===== src/include/fps_pkg.sv =====
package fps_pkg;

    // ------------------------------------------------------------
    // Register offsets
    // ------------------------------------------------------------
    localparam logic [7:0] ADDR_ENABLE  = 8'h00;
    localparam logic [7:0] ADDR_CONFIG1 = 8'h01;
    localparam logic [7:0] ADDR_TORCH   = 8'h02;
    localparam logic [7:0] ADDR_FLASH   = 8'h03;
    localparam logic [7:0] ADDR_DUR     = 8'h04;
    localparam logic [7:0] ADDR_FLAGS   = 8'h05;
    localparam logic [7:0] ADDR_ADC     = 8'h06;
    localparam logic [7:0] ADDR_INDIC   = 8'h07;
    localparam logic [7:0] ADDR_IRQ_ST  = 8'h08;
    localparam logic [7:0] ADDR_IRQ_CLR = 8'h09;
    localparam logic [7:0] ADDR_IRQ_EN  = 8'h0a;

    // ------------------------------------------------------------
    // Field positions and reset values
    // ------------------------------------------------------------
    localparam int          EN_MODE_LSB = 0;
    localparam int          EN_SRC_A    = 3;
    localparam int          EN_SRC_B    = 4;
    localparam int          CFG_POL_A   = 5;
    localparam int          CFG_POL_B   = 6;
    localparam int          CFG_PINFUNC = 7;
    localparam logic [7:0]  RST_ENABLE  = 8'h18;
    localparam logic [7:0]  RST_CONFIG1 = 8'h60;
    localparam logic [7:0]  RST_TORCH   = 8'h00;
    localparam logic [7:0]  RST_FLASH   = 8'h00;
    localparam logic [7:0]  RST_DUR     = 8'h0f;
    localparam logic [7:0]  RST_INDIC   = 8'h00;

    localparam logic [1:0]  MODE_OFF    = 2'h0;
    localparam logic [1:0]  MODE_INDIC  = 2'h1;
    localparam logic [1:0]  MODE_TORCH  = 2'h2;
    localparam logic [1:0]  MODE_FLASH  = 2'h3;

    // Flag bit positions
    localparam int FLG_TIMEOUT = 0;
    localparam int FLG_LED_OT  = 1;
    localparam int FLG_LED_FLT = 2;
    localparam int FLG_TSD     = 3;
    localparam int FLG_VIN_UV  = 4;
    localparam int FLG_VIN_FUV = 5;
    localparam int FLG_SYNC_A  = 6;
    localparam int FLG_SYNC_B  = 7;

    // ------------------------------------------------------------
    // Timing
    // ------------------------------------------------------------
    localparam int CLK_HZ      = 125_000_000;
    localparam int SW_HZ       = 2_000_000;
    localparam int STEP_MS     = 32;
    localparam int SW_DIV      = CLK_HZ / SW_HZ;
    localparam int STEP_TICKS  = SW_HZ / 1000 * STEP_MS;

    // ------------------------------------------------------------
    // Types
    // ------------------------------------------------------------
    typedef enum logic [1:0] {
        ST_OFF,
        ST_TORCH,
        ST_FLASH,
        ST_FORCED
    } fps_state_t;

    typedef struct packed {
        logic led_overtemp;
        logic led_fault;
        logic thermal_sd;
        logic vin_uv;
        logic vin_flash_uv;
    } fps_fault_t;

    typedef struct packed {
        logic       en_a;
        logic       en_b;
        logic [3:0] level_a;
        logic [3:0] level_b;
        logic [2:0] indic_level;
    } fps_drive_t;

endpackage : fps_pkg


===== src/fps_top.sv =====
// Decided for this implementation: strobed register access and the register addresses.
`timescale 1ns/100ps
// Notes on behaviour
// - Pin-function bit clear: pin A is sync
// - Sync active during flash forces torch level
// - Sync released before timeout restores flash level
// - Timeout ends pulse regardless of sync
// - Polarity bit set high-active, clear low-active
// - Hardware enable low forces shutdown, any state
// - Trigger pin edge starts a flash
// - Two independent sync inputs interrupt flash
// - Eight host-readable flag bits
// - Host sets currents, timeout, limit; reads ADC
// - Four-bit LED voltage result readable
// - Timeout divided from 2 MHz switching clock
// - Pin-function bit set: pin A torch enable
module fps_top #(
    parameter int STEP_TICKS = fps_pkg::STEP_TICKS
) (
    input  wire logic               clock,
    input  wire logic               rst,
    input  wire logic [7:0]         reg_addr,
    input  wire logic [7:0]         reg_wdata,
    input  wire logic               reg_wr,
    input  wire logic               reg_rd,
    output logic      [7:0]         reg_rdata,
    input  wire logic               flash_trigger_pin,
    input  wire logic               multifunction_pin_a,
    input  wire logic               pa_sync_in_b,
    input  wire logic               hw_chip_enable,
    input  wire fps_pkg::fps_fault_t fault_pins,
    input  wire logic [3:0]         vled_code,
    output fps_pkg::fps_drive_t     drive,
    output logic [1:0]              current_limit,
    output logic                    flash_active,
    output logic                    irq
);

    // ------------------------------------------------------------
    // Pin synchronisers
    // ------------------------------------------------------------
    localparam int NPIN = 13;

    logic [NPIN-1:0] pins_raw;
    logic [NPIN-1:0] pins_s;
    logic            trig_s;
    logic            pin_a_s;
    logic            pin_b_s;
    logic            hw_chip_enable_s;
    fps_pkg::fps_fault_t fault_s;
    logic [3:0]      vled_s;

    assign pins_raw = {vled_code, fault_pins, hw_chip_enable,
                       pa_sync_in_b, multifunction_pin_a,
                       flash_trigger_pin};

    fps_sync2 #(
        .W (NPIN)
    ) u_sync (
        .clock (clock),
        .rst   (rst),
        .d     (pins_raw),
        .q     (pins_s)
    );

    assign trig_s  = pins_s[0];
    assign pin_a_s = pins_s[1];
    assign pin_b_s = pins_s[2];
    assign hw_chip_enable_s  = pins_s[3];
    assign fault_s = pins_s[8:4];
    assign vled_s  = pins_s[12:9];

    // Shutdown while the enable pin is low
    logic shdn;
    assign shdn = !hw_chip_enable_s;

    // ------------------------------------------------------------
    // Registers
    // ------------------------------------------------------------
    logic [7:0] enable_reg;
    logic [7:0] config1;
    logic [7:0] torch_reg;
    logic [7:0] flash_reg;
    logic [7:0] dur_reg;
    logic [7:0] indic_reg;
    logic [7:0] flags;
    logic [7:0] irq_status;
    logic [7:0] irq_enable;
    logic [3:0] adc_result;

    logic wr_en;
    logic wr_cfg;
    logic wr_torch;
    logic wr_flash;
    logic wr_dur;
    logic wr_indic;
    logic wr_iclr;
    logic wr_ien;
    logic rd_flags;

    assign wr_en    = reg_wr && reg_addr == fps_pkg::ADDR_ENABLE;
    assign wr_cfg   = reg_wr && reg_addr == fps_pkg::ADDR_CONFIG1;
    assign wr_torch = reg_wr && reg_addr == fps_pkg::ADDR_TORCH;
    assign wr_flash = reg_wr && reg_addr == fps_pkg::ADDR_FLASH;
    assign wr_dur   = reg_wr && reg_addr == fps_pkg::ADDR_DUR;
    assign wr_indic = reg_wr && reg_addr == fps_pkg::ADDR_INDIC;
    assign wr_iclr  = reg_wr && reg_addr == fps_pkg::ADDR_IRQ_CLR;
    assign wr_ien   = reg_wr && reg_addr == fps_pkg::ADDR_IRQ_EN;
    assign rd_flags = reg_rd && reg_addr == fps_pkg::ADDR_FLAGS;

    logic [1:0] mode;
    logic       src_a_on;
    logic       src_b_on;
    logic       pin_func;
    logic       pol_a;
    logic       pol_b;

    assign mode     = enable_reg[fps_pkg::EN_MODE_LSB +: 2];
    assign src_a_on = enable_reg[fps_pkg::EN_SRC_A];
    assign src_b_on = enable_reg[fps_pkg::EN_SRC_B];
    assign pin_func = config1[fps_pkg::CFG_PINFUNC];
    assign pol_a    = config1[fps_pkg::CFG_POL_A];
    assign pol_b    = config1[fps_pkg::CFG_POL_B];

    // ------------------------------------------------------------
    // Sync and trigger decode
    // ------------------------------------------------------------
    logic sync_a;
    logic sync_b;
    logic forced;
    logic trig_d;
    logic trig_rise;
    logic any_src;
    logic hw_torch;
    logic start_flash;
    logic torch_req;
    logic timeout;
    logic hard_fault;

    assign sync_a     = !pin_func && (pin_a_s == pol_a);
    assign sync_b     = (pin_b_s == pol_b);
    assign forced     = sync_a || sync_b;
    assign hw_torch   = pin_func && pin_a_s;
    assign trig_rise  = trig_s && !trig_d;
    assign any_src    = src_a_on || src_b_on;
    assign start_flash = any_src && (trig_rise || mode == fps_pkg::MODE_FLASH);
    assign torch_req  = any_src && (hw_torch || mode == fps_pkg::MODE_TORCH);
    assign hard_fault = fault_s.thermal_sd || fault_s.led_fault;

    always_ff @(posedge clock or posedge rst) begin
        if (rst) begin
            trig_d <= 1'b0;
        end else begin
            trig_d <= trig_s;
        end
    end

    // ------------------------------------------------------------
    // Sequencer
    // ------------------------------------------------------------
    fps_pkg::fps_state_t state;
    fps_pkg::fps_state_t next_state;
    logic                in_flash;

    assign in_flash = (state == fps_pkg::ST_FLASH) || (state == fps_pkg::ST_FORCED);

    always_comb begin
        next_state = state;
        unique case (state)
            fps_pkg::ST_OFF, fps_pkg::ST_TORCH: begin
                if (start_flash && !hard_fault) begin
                    next_state = fps_pkg::ST_FLASH;
                end else if (torch_req) begin
                    next_state = fps_pkg::ST_TORCH;
                end else begin
                    next_state = fps_pkg::ST_OFF;
                end
            end
            fps_pkg::ST_FLASH: begin
                if (timeout || hard_fault) begin
                    next_state = fps_pkg::ST_OFF;
                end else if (forced) begin
                    next_state = fps_pkg::ST_FORCED;
                end
            end
            fps_pkg::ST_FORCED: begin
                if (timeout || hard_fault) begin
                    next_state = fps_pkg::ST_OFF;
                end else if (!forced) begin
                    next_state = fps_pkg::ST_FLASH;
                end
            end
        endcase
    end

    always_ff @(posedge clock or posedge rst) begin
        if (rst) begin
            state <= fps_pkg::ST_OFF;
        end else if (shdn) begin
            state <= fps_pkg::ST_OFF;
        end else begin
            state <= next_state;
        end
    end

    fps_timer #(
        .DIV   (fps_pkg::SW_DIV),
        .STEPS (STEP_TICKS)
    ) u_timer (
        .clock   (clock),
        .rst     (rst),
        .run     (in_flash && !shdn),
        .code    (dur_reg[4:0]),
        .expired (timeout)
    );

    // ------------------------------------------------------------
    // Control registers
    // ------------------------------------------------------------
    always_ff @(posedge clock or posedge rst) begin
        if (rst) begin
            enable_reg <= fps_pkg::RST_ENABLE;
        end else if (shdn) begin
            enable_reg <= fps_pkg::RST_ENABLE;
        end else if (wr_en) begin
            enable_reg <= reg_wdata;
        end else if (in_flash && next_state == fps_pkg::ST_OFF) begin
            enable_reg[fps_pkg::EN_MODE_LSB +: 2] <= fps_pkg::MODE_OFF;
        end
    end

    always_ff @(posedge clock or posedge rst) begin
        if (rst) begin
            config1 <= fps_pkg::RST_CONFIG1;
        end else if (shdn) begin
            config1 <= fps_pkg::RST_CONFIG1;
        end else if (wr_cfg) begin
            config1 <= reg_wdata;
        end else if (in_flash && next_state == fps_pkg::ST_OFF) begin
            config1[fps_pkg::CFG_PINFUNC] <= 1'b0;
        end
    end

    always_ff @(posedge clock or posedge rst) begin
        if (rst) begin
            torch_reg <= fps_pkg::RST_TORCH;
            flash_reg <= fps_pkg::RST_FLASH;
            dur_reg   <= fps_pkg::RST_DUR;
            indic_reg <= fps_pkg::RST_INDIC;
        end else if (shdn) begin
            torch_reg <= fps_pkg::RST_TORCH;
            flash_reg <= fps_pkg::RST_FLASH;
            dur_reg   <= fps_pkg::RST_DUR;
            indic_reg <= fps_pkg::RST_INDIC;
        end else begin
            if (wr_torch) begin
                torch_reg <= reg_wdata;
            end
            if (wr_flash) begin
                flash_reg <= reg_wdata;
            end
            if (wr_dur) begin
                dur_reg <= reg_wdata;
            end
            if (wr_indic) begin
                indic_reg <= reg_wdata;
            end
        end
    end

    // ------------------------------------------------------------
    // Flags, LED voltage result, interrupt
    // ------------------------------------------------------------
    logic [7:0] flag_set;

    always_comb begin
        flag_set                       = '0;
        flag_set[fps_pkg::FLG_TIMEOUT] = timeout && in_flash;
        flag_set[fps_pkg::FLG_LED_OT]  = fault_s.led_overtemp;
        flag_set[fps_pkg::FLG_LED_FLT] = fault_s.led_fault;
        flag_set[fps_pkg::FLG_TSD]     = fault_s.thermal_sd;
        flag_set[fps_pkg::FLG_VIN_UV]  = fault_s.vin_uv;
        flag_set[fps_pkg::FLG_VIN_FUV] = fault_s.vin_flash_uv;
        flag_set[fps_pkg::FLG_SYNC_A]  = in_flash && sync_a;
        flag_set[fps_pkg::FLG_SYNC_B]  = in_flash && sync_b;
    end

    always_ff @(posedge clock or posedge rst) begin
        if (rst) begin
            flags <= '0;
        end else if (shdn) begin
            flags <= '0;
        end else if (rd_flags) begin
            flags <= flag_set;
        end else begin
            flags <= flags | flag_set;
        end
    end

    always_ff @(posedge clock or posedge rst) begin
        if (rst) begin
            irq_status <= '0;
        end else if (shdn) begin
            irq_status <= '0;
        end else if (wr_iclr) begin
            irq_status <= (irq_status & ~reg_wdata) | flag_set;
        end else begin
            irq_status <= irq_status | flag_set;
        end
    end

    always_ff @(posedge clock or posedge rst) begin
        if (rst) begin
            irq_enable <= '0;
        end else if (wr_ien) begin
            irq_enable <= reg_wdata;
        end
    end

    always_ff @(posedge clock or posedge rst) begin
        if (rst) begin
            irq <= 1'b0;
        end else begin
            irq <= |(irq_status & irq_enable);
        end
    end

    // Sample only while the flash current flows
    always_ff @(posedge clock or posedge rst) begin
        if (rst) begin
            adc_result <= '0;
        end else if (shdn) begin
            adc_result <= '0;
        end else if (state == fps_pkg::ST_FLASH) begin
            adc_result <= vled_s;
        end
    end

    // ------------------------------------------------------------
    // Register read
    // ------------------------------------------------------------
    always_ff @(posedge clock or posedge rst) begin
        if (rst) begin
            reg_rdata <= '0;
        end else if (reg_rd) begin
            unique case (reg_addr)
                fps_pkg::ADDR_ENABLE:  reg_rdata <= enable_reg;
                fps_pkg::ADDR_CONFIG1: reg_rdata <= config1;
                fps_pkg::ADDR_TORCH:   reg_rdata <= torch_reg;
                fps_pkg::ADDR_FLASH:   reg_rdata <= flash_reg;
                fps_pkg::ADDR_DUR:     reg_rdata <= dur_reg;
                fps_pkg::ADDR_FLAGS:   reg_rdata <= flags;
                fps_pkg::ADDR_ADC:     reg_rdata <= {4'h0, adc_result};
                fps_pkg::ADDR_INDIC:   reg_rdata <= indic_reg;
                fps_pkg::ADDR_IRQ_ST:  reg_rdata <= irq_status;
                fps_pkg::ADDR_IRQ_EN:  reg_rdata <= irq_enable;
                default:               reg_rdata <= '0;
            endcase
        end
    end

    // ------------------------------------------------------------
    // Current source drive
    // ------------------------------------------------------------
    always_ff @(posedge clock or posedge rst) begin
        if (rst) begin
            drive <= '0;
        end else if (shdn) begin
            drive <= '0;
        end else begin
            drive.en_a        <= src_a_on && state != fps_pkg::ST_OFF;
            drive.en_b        <= src_b_on && state != fps_pkg::ST_OFF;
            drive.indic_level <= (mode == fps_pkg::MODE_INDIC) ? indic_reg[2:0] : 3'h0;
            if (state == fps_pkg::ST_FLASH) begin
                drive.level_a <= flash_reg[3:0];
                drive.level_b <= flash_reg[7:4];
            end else begin
                drive.level_a <= {1'b0, torch_reg[2:0]};
                drive.level_b <= {1'b0, torch_reg[5:3]};
            end
        end
    end

    always_ff @(posedge clock or posedge rst) begin
        if (rst) begin
            flash_active  <= 1'b0;
            current_limit <= '0;
        end else begin
            flash_active  <= in_flash && !shdn;
            current_limit <= dur_reg[6:5];
        end
    end

endmodule : fps_top


===== src/fps_sync2.sv =====
`timescale 1ns/100ps
module fps_sync2 #(
    parameter int W = 1
) (
    input  wire logic         clock,
    input  wire logic         rst,
    input  wire logic [W-1:0] d,
    output logic      [W-1:0] q
);
    logic [W-1:0] meta;

    always_ff @(posedge clock or posedge rst) begin
        if (rst) begin
            meta <= '0;
            q    <= '0;
        end else begin
            meta <= d;
            q    <= meta;
        end
    end
endmodule : fps_sync2


===== src/fps_timer.sv =====
`timescale 1ns/100ps
module fps_timer #(
    parameter int DIV   = fps_pkg::SW_DIV,
    parameter int STEPS = fps_pkg::STEP_TICKS
) (
    input  wire logic       clock,
    input  wire logic       rst,
    input  wire logic       run,
    input  wire logic [4:0] code,
    output logic            expired
);
    // ------------------------------------------------------------
    // Switching clock divider, then 32 ms steps
    // ------------------------------------------------------------
    logic [7:0]  div_cnt;
    logic [19:0] tick_cnt;
    logic [4:0]  step_idx;
    logic        tick;
    logic        step_end;

    assign tick     = (div_cnt == 8'(DIV - 1));
    assign step_end = tick && (tick_cnt == 20'(STEPS - 1));

    always_ff @(posedge clock or posedge rst) begin
        if (rst) begin
            div_cnt <= '0;
        end else if (!run || tick) begin
            div_cnt <= '0;
        end else begin
            div_cnt <= div_cnt + 8'h01;
        end
    end

    always_ff @(posedge clock or posedge rst) begin
        if (rst) begin
            tick_cnt <= '0;
            step_idx <= '0;
        end else if (!run) begin
            tick_cnt <= '0;
            step_idx <= '0;
        end else if (step_end) begin
            tick_cnt <= '0;
            step_idx <= step_idx + 5'h01;
        end else if (tick) begin
            tick_cnt <= tick_cnt + 20'h00001;
        end
    end

    always_ff @(posedge clock or posedge rst) begin
        if (rst) begin
            expired <= 1'b0;
        end else begin
            expired <= run && step_end && (step_idx == code);
        end
    end
endmodule : fps_timer


===== config.mk =====
export PLATFORM = sky130hd
export DESIGN_NAME = fps_top
export DESIGN_NICKNAME = d
export VERILOG_FILES = /design/src/include/fps_pkg.sv /design/src/fps_top.sv /design/src/fps_sync2.sv /design/src/fps_timer.sv
export SDC_FILE = /design/constraint.sdc
export NUM_CORES = 1
export LEC_CHECK = 0
export ABC_CLOCK_PERIOD_IN_PS = 12750
export BUFFER_PORTS_ARGS = -buffer_cell sky130_fd_sc_hd__buf_2
export CORE_AREA = 4 4 143 145
export CTS_BUF_LIST = sky130_fd_sc_hd__clkbuf_4 sky130_fd_sc_hd__clkbuf_8
export DETAILED_ROUTE_END_ITERATION = 10
export DIE_AREA = 0 0 147 149
export GPL_ROUTABILITY_DRIVEN = 0
export PLACE_DENSITY = 0.56
export SYNTH_ARGS = -nofsm -noshare
export SYNTH_HDL_FRONTEND = slang
export SYNTH_SLANG_ARGS = --single-unit

===== constraint.sdc =====
create_clock -name clock -period 12.75 [get_ports clock]
set_input_delay 1.275 -clock clock [delete_from_list [all_inputs] [get_ports clock]]
set_output_delay 1.275 -clock clock [all_outputs]
set_load 0.05 [all_outputs]

---- Word level (Yosys, flattened, before mapping) ----
Index checks and enable logic that the tools add are counted.
W data, S select, Z words.
operators by class
  add/sub/neg operators ................... 3
  multipliers ............................. 0
  div/mod/pow operators ................... 0
  order comparisons ....................... 0
  eq/ne operators ......................... 32
  shifts and indexed selects .............. 0
  multiplexer cells ....................... 40
  bitwise operators ....................... 6
  reduce and logical (&&, ||, !) cells .... 43
operators with widths
  kind                     number
  $mux W8                  16
  $pmux W8 S10             1
  $mux W20                 3
  $eq A8 B3 Y1 const B     4
  $logic_and A1 B1 Y1      25
  $eq A8 B4 Y1 const B     3
  $or A8 B8 Y8             3
  $add A20 B1 Y20 const B  1
  $eq A20 B16 Y1 const B   1
  $and A8 B8 Y8            2
  $eq A8 B2 Y1 const B     2
  $mux W2                  8
  $ne A2 B2 Y1 const B     8
  $mux W13                 1
  $mux W5                  2
  $ne A3 B3 Y1 const B     3
  $add A8 B1 Y8 const B    1
  $eq A2 B2 Y1 const B     4
  $eq A8 B1 Y1 const B     1
  $eq A8 B6 Y1 const B     1
  $logic_not A8 Y1         1
  $logic_or A1 B1 Y1       8
  $mux W4                  2
  $not A8 Y8               1
  14 further kinds         22
storage, ports and cells
  register bits ........................... 164
  bits in latches ......................... 0
  memory bits (writable) .................. 0
  memory bits (read-only) ................. 0
  bits of input ports ..................... 33
  output and inout bits ................... 25
  logic and storage cells ................. 153
  memories ................................ 0

---- Longest topological paths before layout ----
Gate-level depths: netlist (run 1).
  depth after elaboration ................. 12
  depth in mapped cells ................... 9
  gate-level depth less buffers ........... 7

---- Hierarchy ----
A second synthesis (run 1) with hierarchy kept.
unflattened totals
  cells, all modules ...................... 710
  area total of the unflattened synthesis .. 7843.8 um^2
by module, submodules not included
  module     instances  cells an instance  area each (um^2)
  fps_top    1          482                5196.2
  fps_timer  1          201                1993.2
  fps_sync2  1          27                 654.4

---- Least setup slack after synthesis (run 1) ----
No wires, ideal clock.
  path kind ............................... in2reg
  from .................................... input port reg_addr[5]
  to ...................................... register irq_enable[0]
  arrival ................................. 2818 ps
  data required time ...................... 12625 ps
  slack ................................... 9807 ps
  stages on the path ...................... 4
  cell sequence ........................... or4_1 -> nor3_1 -> nand3_1 -> mux2_2
between the ends
  longest elaborated chain between the ends .. 2
RTL lines
  what                    RTL line        text
  start: declaration      fps_top.sv:22   input wire logic [7:0] reg_addr,
  $eq A8 B4 Y1            fps_top.sv:108  assign wr_ien = reg_wr && reg_addr == fps_pkg::ADDR_IRQ_EN;
  $logic_and A1 B1 Y1     fps_top.sv:108
  end signal: assignment  fps_top.sv:316  irq_enable <= reg_wdata;
  end: declaration        fps_top.sv:88   logic [7:0] irq_enable;
Every way passes these cells.
A chain may end at the register's enable or synchronous reset.

---- Worst setup path in the final report (run 1) ----
  from .................................... input port reg_addr[5]
  to ...................................... register irq_enable[2]
The elaborated chain is that of the path after synthesis.

==> flow_summary.toml, run 1 <==
[synthesis]
syn_area_per_cell_sq_um = 10.70
synth.cell_area_sq_um = 7545
synth_ff_type = "dfrtp_1"
synth-edff-count = 0
async_reset_ff_frac = 1.000
synth_warnings = 0
yosys.cell_types.count = 59
synth_nets = 742
synth_top_cell_area_share = 0.5174
synth_top_cell_by_area = "dfrtp_1"
synthCells = 705
synthTopCellsByArea = "dfrtp_1 52%, mux2i_1 5.7%, nand2_1 4.5%, nor2b_1 3.4%, a21boi_0 3.0%"
synth_seq_cells = 164
yosysSeqAreaShare = 0.5453

[die]
core_area_sq_um = 19210
initial_utilization = 0.3928
dieHeight_microns = 149
fp.dieW_microns = 147
ios = 58
fp-row-count = 51
die-area_sq_um = 21900

[global_routing]
grt_pass1_vias = 5421
antenna_found_initial = 2
grt_max_degree = 100
overflow = 0
grt_pass1_wl_mm = 30.53
grtUsageTotal = 0.1794

[cts]
ctsResizeCount = 0
cts_sinks = 164
cts_tree = "yes"
numCtsBuffers = 17
clk_latency_ns = 0.46
clk_pin_slew_ns = 0.09
hold_buffers = 0
clock_path_buffers = 2
cts_setup_buffers = 0
root_buffer = "clkbuf_8"
h-tree-depth = 4

[placement]
io_buffers = 57
hpwlAfterDp_mm = 12.88

[critical_path]
crit_start = "reg_addr[5]"
cp_max_fo = 12
crit_buf_inv = 1
worst_setup_path_start_kind = "input port"
worst_path_max_delay_cell = "or4_1"
critPathTopFamily = "simple AND/OR/NAND/NOR gates"
required_ns = 13.10
path_cells = "buf_2 > or4_1 > nor3_1 > nand3_1 > mux2_2"
critPathKind = "in2reg"
regToRegStartpoint = "u_timer.tick_cnt[0]"
endpoint_kind = "flip-flop"
crit_arrival_ns = 3.43
max_stage_delay_ns = 0.76

[sta]
hold_violations = 0
worst_slew_pin_slew_ns = 1.233
rsz0062_at_grt = "no"
post-route-period-util = 0.2420
max-slew-margin-rel = 0.1750
min_period_ns = 3.085
finClkSkew_ns = 0.01473
timing.fmax_mhz = 324.1
final-setup-viol-count = 0
drv_slew = 0
tns_ns = 0
timing.hold.ws_ns = 0.3521

[final_layout]
num_antenna_cells = 0
drive_gt1_frac = 0.1740
n_fill_cell = 1830
largest_reg_flops = 20
final_nets = 778
regMostFlops = "u_timer.tick_cnt"
syn2layout_area_growth_pct = 11.89

[drt]
vias_per_cell = 5.307
via_count = 5403
first_pass_iters = 5
drc = 0
wire_per_inst_microns = 18.64
routed_wl_mm = 18.98
wl_met1_mm = 8.601
top_layer_used = "met5"
met3_length_mm = 1.127
ant_nets = 0
dr_wl_met2_mm = 8.916
drt_iter0_drc = 437

[pwr]
leakagePower_nw = 3.757
p_per_area_nw_per_um2 = 118.5
power_w = 0.001001
ir_worst_vdd_mv = 0.06885

[worst_hold_path]
min_from = "u_sync.meta[3]"
min_path_type = "reg2reg"

[status]
status = "complete, no violations"

[flow_run]
max_cap_violations = 0
==> path summary, 6_finish.rpt <==
check | slack, ns | endpoint | depth (start not counted)
worst max-delay path | 9.66 | irq_enable[2] | 5
worst min-delay path | 0.35 | u_sync.q[3] | 0
worst max register to register | 10.16 | u_timer.step_idx[2] | 6
worst min register to register | 0.35 | u_sync.q[3] | 0
max in group asynchronous | 10.34 | u_timer.tick_cnt[17] | 3
min in group asynchronous | 1.02 | u_sync.meta[9] | 2
==> where the power goes <==
part           switching (W)  internal, W  total [W]
combinational      0.0000365    0.0000148  0.0000514
sequential        0.00000606     0.000529   0.000535
clock               0.000188     0.000226   0.000415
==> per-stage QoR <==
stage	cell area, sq um	cells	worst slack, ns	util
final	8442	1018	9.665	0.4395
after global routing	8442	1018	9.563	0.4395
after CTS	8442	1018	9.710	0.4395
after detailed placement	8010	987	9.228	0.4170
after global placement	8010	987	9.321	0.4170
after floorplan	7545	705	7.055	-
==> kinds of logic (layout without fill, tap and decap cells) <==
group,after synthesis,count (layout),share of synthesized area
AOI/OAI and AO/OA,109,109,0.1028
xor gates and xnor gates,30,30,0.03483
adders and majority gates,4,4,0.006634
buffers and inverters,56,104,0.03184
DFF,164,164,0.5453
muxes,59,59,0.08093
and+or+nand+nor,283,283,0.1977
==> cell usage in the layout, fill, tap and decap left out, types with 3 or more instances in the layout <==
cell | synthesis | final
buf_4 | 0 | 3
or4_1 | 5 | 5
ha_1 | 4 | 4
a221oi_1 | 4 | 4
a22oi_1 | 18 | 18
and4_1 | 3 | 3
xor2_1 | 21 | 21
xnor2_1 | 9 | 9
dfrtp_1 | 156 | 155
dfstp_2 | 8 | 8
bufinv_16 | 0 | 4
nand4_1 | 17 | 17
nor2b_1 | 41 | 41
and2_1 | 6 | 6
o211ai_1 | 5 | 5
a22o_1 | 8 | 8
mux2i_1 | 43 | 43
a21oi_1 | 18 | 18
inv_1 | 11 | 10
a21boi_0 | 30 | 30
nand2_1 | 91 | 91
clkbuf_4 | 0 | 4
nor4_1 | 3 | 3
o21ai_0 | 12 | 12
nor2_1 | 38 | 38
or3_1 | 6 | 6
nand3b_1 | 3 | 3
nor3_1 | 8 | 8
nand3_1 | 26 | 26
nand2b_1 | 5 | 5
clkbuf_8 | 0 | 18
mux2_2 | 16 | 16
buf_2 | 4 | 57
and3_1 | 14 | 14
==> cell usage after synthesis, drive strengths merged, types with 6 or more instances <==
cell type  number
xor2           21
mux2           16
a21oi          18
nor3            9
xnor2           9
and2            7
inv            11
nor2           38
o21ai          12
clkbuf         34
dfrtp         156
nand4          17
nand2          92
dfstp           8
nor2b          41
a22oi          18
a22o            8
nor4            6
or3             6
and3           16
nand3          27
buf             9
mux2i          43
a21boi         30
==> metal layers <==
| metal | up-vias | global-route usage |
|---|---|---|
| li1 | 2530 | - |
| met1 | 2687 | 0.2446 |
| met2 | 161 | 0.2858 |
| met3 | 21 | 0.04771 |
| met4 | 4 | 0.04939 |
| met5 | - | 0 |
==> area by class of cell <==
cell class                      instances  area (sq um)  share of cell area
Timing Repair Buffer                   60         307.8             0.03646
Clock buffer                           22         277.8             0.03290
Clock inverter                          9         153.9             0.01823
Tap cell                              265         331.6             0.03928
Multi-Input combinational cell        485          3202              0.3793
Inverter                               13         53.80            0.006373
Sequential cell                       164          4115              0.4875
Power figures use the tool's default switching activity.
==> inputs of run 2 (changes only) <==
Settings changed: ABC_CLOCK_PERIOD_IN_PS 12750 to 2480, PLACE_DENSITY 0.56 to 0.58.
Clock period 12.75 ns to 2.48 ns, I/O delays scaled along.
==> run 2 against run 1 <==
Clock skew fell by 0.0030 ns. Final cell count rose by 3.3%. Sequential cell count is the same. Non-clock buffer count is 34 higher. Core utilization rose by 1.2 points.
==> flow_summary.toml, run 2 (synthesis results as in run 1) <==
[sta]
finalWorstSetupSlack_ns = 0.2339
finClkSkew_ns = 0.01173
min_period_ns = 2.246
hold_violations = 0
final-setup-viol-count = 0
max-slew-margin-rel = 0.5363
worst_slew_pin_slew_ns = 0.6955
tns_ns = 0
rsz0062_at_grt = "no"
drv_slew = 0
post-route-period-util = 0.9057
timing.fmax_mhz = 445.2

[critical_path]
required_ns = 2.81
endpoint_kind = "flip-flop"
cp_max_fo = 7
regToRegStartpoint = "u_timer.tick_cnt[16]"
worstReg2RegEnd = "u_timer.step_idx[2]"
worst_setup_path_start_kind = "flip-flop"
crit_arrival_ns = 2.58
rr_worst_depth = 5
critPathKind = "reg2reg"
reg2reg_slack_ns = 0.23

[worst_hold_path]
min_path_type = "in2reg"
worstHoldPathCells = 3
min_from = "reg_rd"
worst_hold_path.endpoint = "reg_rdata[1]"

[final_layout]
num_antenna_cells = 0
design_area_sq_um = 8666
largest_reg_flops = 20
final_cell_mix = "155 x dfrtp_1, 91 x nand2_1, 57 x buf_2"
drive_gt1_frac = 0.1931
syn2layout_area_growth_pct = 14.86
final_nets = 812
final_common_cell = "dfrtp_1"
regMostFlops = "u_timer.tick_cnt"
n_fill_cell = 1795

[placement]
hpwlAfterDp_mm = 13.44
place_area_sq_um = 8160
io_buffers = 57
dp_slack_ns = 0.1220

[drt]
wire_per_inst_microns = 18.37
drc = 0
routed_wl_mm = 19.33
drt_iter0_drc = 450
via_count = 5614
ant_nets = 0
vias_per_cell = 5.337
first_pass_iters = 5

[pwr]
ir_worst_vdd_mv = 0.3297
p_per_area_nw_per_um2 = 556.8
leakagePower_nw = 3.860

[die]
die-area_sq_um = 21900
dieHeight_microns = 149
core_area_sq_um = 19210
ios = 58
initial_utilization = 0.3928
fp-row-count = 51
fp.dieW_microns = 147

[status]
status = "complete, no violations"

[global_routing]
grt_pass1_wl_mm = 31.45
grt_max_degree = 109
grt_pass1_vias = 5637
grtUsageTotal = 0.1829
antenna_found_initial = 2
overflow = 0

[cts]
clk_latency_ns = 0.47
h-tree-depth = 4
cts_tree = "yes"
root_buffer = "clkbuf_8"
clk_pin_slew_ns = 0.09
clock_path_buffers = 2
cts_sinks = 164
numCtsBuffers = 17

[flow_run]
max_cap_violations = 0
[run 2: critical path: stages (launching register included)]
cell and delay (ns):
dfrtp_1 0.43, or4b_1 0.50, or4_1 0.43, or3_4 0.48, o21ai_0 0.18, a21oi_1 0.09
[run 2: stage by stage]
| stage | hold slack, ns | total power, W | instances | util |
|---|---|---|---|---|
| detailed placement | 0.3347 | 0.003076 | 1007 | 0.4249 |
| CTS | 0.08314 | 0.004895 | 1052 | 0.4509 |
| finish | 0.1203 | 0.004825 | 1052 | 0.4512 |
| global route | 0.1160 | 0.005036 | 1052 | 0.4512 |
| global placement | 0.3324 | 0.003071 | 1007 | 0.4249 |
| floorplan | 0.2794 | 0.002963 | 705 | - |
[run 2: metal layers]
layer,share of wire,up-vias,GRT usage
met1,0.43,2799,0.2407
li1,-,2602,-
met2,0.48,162,0.2945
met4,0.034,4,0.06897
met5,0.00078,-,0
met3,0.055,47,0.04527
[run 2: final cells by class]
cell class / count / area [sq um] / area share
Clock buffer: 19 / 261.5 / 0.03018
Clock inverter: 12 / 98.84 / 0.01141
Inverter: 13 / 52.55 / 0.006064
Multi-Input combinational cell: 485 / 3196 / 0.3688
Sequential cell: 164 / 4115 / 0.4749
Tap cell: 265 / 331.6 / 0.03826
Timing Repair Buffer: 94 / 610.6 / 0.07046
[run 2: repair_timing]
action / CTS / global route
endpoints found under the hold margin: 113 / 0
hold buffers: 14 / 0
setup buffers: 0 / 0
gates resized for setup: 0 / 1
setup endpoints to repair: 0 / 2
[run 2: worst max-delay path by stage]
stage          cells after the start                  from                   to
2_1_floorplan                      1                   rst        adc_result[0]
3_3_place_gp                       6   u_timer.tick_cnt[0]  u_timer.step_idx[2]
3_5_place_dp                       6   u_timer.tick_cnt[0]  u_timer.step_idx[2]
4_1_cts                            5  u_timer.tick_cnt[16]  u_timer.step_idx[2]
5_1_grt                            7    u_timer.div_cnt[1]  u_timer.step_idx[4]
6_report                           5  u_timer.tick_cnt[16]  u_timer.step_idx[2]
[run 2: power breakdown]
part | internal, W | switching (W)
Clock | 0.000755 | 0.00103
Sequential | 0.00272 | 0.0000293
Combinational | 0.0000988 | 0.000192
==> inputs of run 3 (changes only) <==
Settings changed: BUFFER_PORTS_ARGS -buffer_cell sky130_fd_sc_hd__buf_2 to -buffer_cell sky130_fd_sc_hd__clkbuf_2.
==> run 3 against run 2 <==
Routed wire length decreased by 0.48%. Via count increased by 0.96%. Sequential cell count unchanged. Largest cell class unchanged. Largest power group unchanged.
==> flow_summary.toml, run 3 (synthesis results as in run 1) <==
[final_layout]
area.sequential_sq_um = 4115
drive_gt1_frac = 0.1975
final_common_cell = "dfrtp_1"
syn2layout_area_growth_pct = 16.10
final_cell_mix = "155 x dfrtp_1, 91 x nand2_1, 57 x clkbuf_2"
final_nets = 814
final_util = 0.4561
regMostFlops = "u_timer.tick_cnt"
num_antenna_cells = 0
multi_input_area_sq_um = 3196
n_fill_cell = 1817
design_area_sq_um = 8760
largest_reg_flops = 20

[sta]
finalWorstSetupSlack_ns = 0.1725
hold_violations = 0
finClkSkew_ns = 0.01600
worst_slew_pin_slew_ns = 0.8867
timing.fmax_mhz = 433.4
max-slew-margin-rel = 0.4089
final-setup-viol-count = 0
drv_slew = 0
rsz0062_at_grt = "no"
min_period_ns = 2.307
tns_ns = 0
post-route-period-util = 0.9304

[cts]
clk_pin_slew_ns = 0.09
clock_path_buffers = 2
h-tree-depth = 4
root_buffer = "clkbuf_8"
cts_sinks = 164
cts_setup_buffers = 0
numCtsBuffers = 17
clk_latency_ns = 0.46
cts_tree = "yes"

[critical_path]
crit_path_end = "u_timer.step_idx[2]"
crit_arrival_ns = 2.63
reg2reg_slack_ns = 0.17
cp_max_fo = 7
required_ns = 2.81
worst_setup_path_start_kind = "flip-flop"
rr_worst_depth = 6
endpoint_kind = "flip-flop"
crit_start = "u_timer.tick_cnt[0]"
worstReg2RegEnd = "u_timer.step_idx[2]"
regToRegStartpoint = "u_timer.tick_cnt[0]"
critPathKind = "reg2reg"

[die]
core_area_sq_um = 19210
initial_utilization = 0.3928
die-area_sq_um = 21900
fp-row-count = 51
fp.dieW_microns = 147
ios = 58
dieHeight_microns = 149

[pwr]
power.share.clock = 0.414
p_per_area_nw_per_um2 = 591.7
ir_worst_vdd_mv = 0.3480
pwr-share-seq = 0.530
p_sw_w = 0.001217
power_w = 0.005183
swShare = 0.2349
leakagePower_nw = 3.923
intPower_w = 0.003966
comb_power_share = 0.056

[drt]
first_pass_iters = 5
drt_iter0_drc = 519
vias_per_cell = 5.373
routed_wl_mm = 19.24
ant_nets = 0
drc = 0
wire_per_inst_microns = 18.24
via_count = 5668

[global_routing]
grt_max_degree = 165
grtUsageTotal = 0.1799
overflow = 0
antenna_found_initial = 1
grt_pass1_wl_mm = 30.73
grt_pass1_vias = 5600

[placement]
dp_slack_ns = 0.06327
io_buffers = 57
hpwlAfterDp_mm = 13.17
place_area_sq_um = 8183

[status]
status = "complete, no violations"

[flow_run]
max_cap_violations = 0

[worst_hold_path]
min_path_type = "in2async"
[run 3: changes by cell type in the layout (fill, tap and decap cells not counted)]
| cell | before | now |
|---|---|---|
| buf_2 | 57 | 0 |
| clkbuf_4 | 0 | 2 |
| clkinv_2 | 0 | 3 |
| bufinv_16 | 0 | 4 |
| buf_4 | 22 | 25 |
| clkinv_4 | 1 | 4 |
| clkinvlp_4 | 8 | 1 |
| clkbuf_2 | 0 | 57 |
| dlygate4sd3_1 | 14 | 13 |
| inv_6 | 3 | 1 |
| inv_8 | 1 | 0 |
| clkbuf_8 | 19 | 18 |
[run 3: area by class of cell]
class,count,share of cell area
clock buffer,20,0.03000
clock inverter,12,0.02043
inverter,13,0.005999
multi-input combinational,485,0.3648
sequential,164,0.4698
tap,265,0.03785
timing repair buffer,96,0.07113
[run 3: worst min path at each step]
stage / to / from / slack (ns) / cells past startpoint
2_1_floorplan: u_sync.meta[0] / flash_trigger_pin / 0.28 / 0
6_report: u_sync.meta[12] / rst / 0.02 / 3
5_1_grt: u_sync.meta[10] / rst / 0.11 / 3
3_3_place_gp: u_sync.q[8] / u_sync.meta[8] / 0.33 / 0
4_1_cts: u_sync.meta[12] / rst / 0.08 / 3
3_5_place_dp: u_sync.q[10] / u_sync.meta[10] / 0.34 / 0
[run 3: metrics by stage]
| stage | cells | hold WS (ns) |
|---|---|---|
| global route | 1055 | 0.1127 |
| global placement | 1010 | 0.3329 |
| floorplan | 705 | 0.2794 |
| detailed placement | 1010 | 0.3356 |
| finish | 1055 | 0.01651 |
| CTS | 1055 | 0.08313 |
[run 3: power groups by stage]
| stage | Combinational (W) | Sequential (W) | Clock, W |
|---|---|---|---|
| 2_1_floorplan | 0.000166 | 0.00280 | 0 |
| 3_3_place_gp | 0.000273 | 0.00280 | 0 |
| 3_5_place_dp | 0.000278 | 0.00280 | 0 |
| 4_1_cts | 0.000294 | 0.00275 | 0.00220 |
| 5_1_grt | 0.000321 | 0.00275 | 0.00231 |
| 6_report | 0.000291 | 0.00275 | 0.00214 |
[run 3: what timing repair did]
item                       4_1_cts  5_1_grt
hold endpoints to repair        13        0
hold buffers                    13        0
resized for setup                0        1
setup endpoints to repair        0        1
[run 3: routing by layer]
layer	GRT usage	wire length, microns	vias up
li1	-	-	2608
met1	0.2403	8416	2808
met2	0.2807	8906	206
met3	0.04801	1241	44
met4	0.07269	665	2
met5	0	8	-
[run 3: critical path, cell delays in order, from the launching register on]
cell,delay [ns]
dfrtp_1,0.39
ha_1,0.18
or2b_2,0.30
or4_1,0.49
or3_4,0.48
o21ai_0,0.23
a21oi_1,0.11
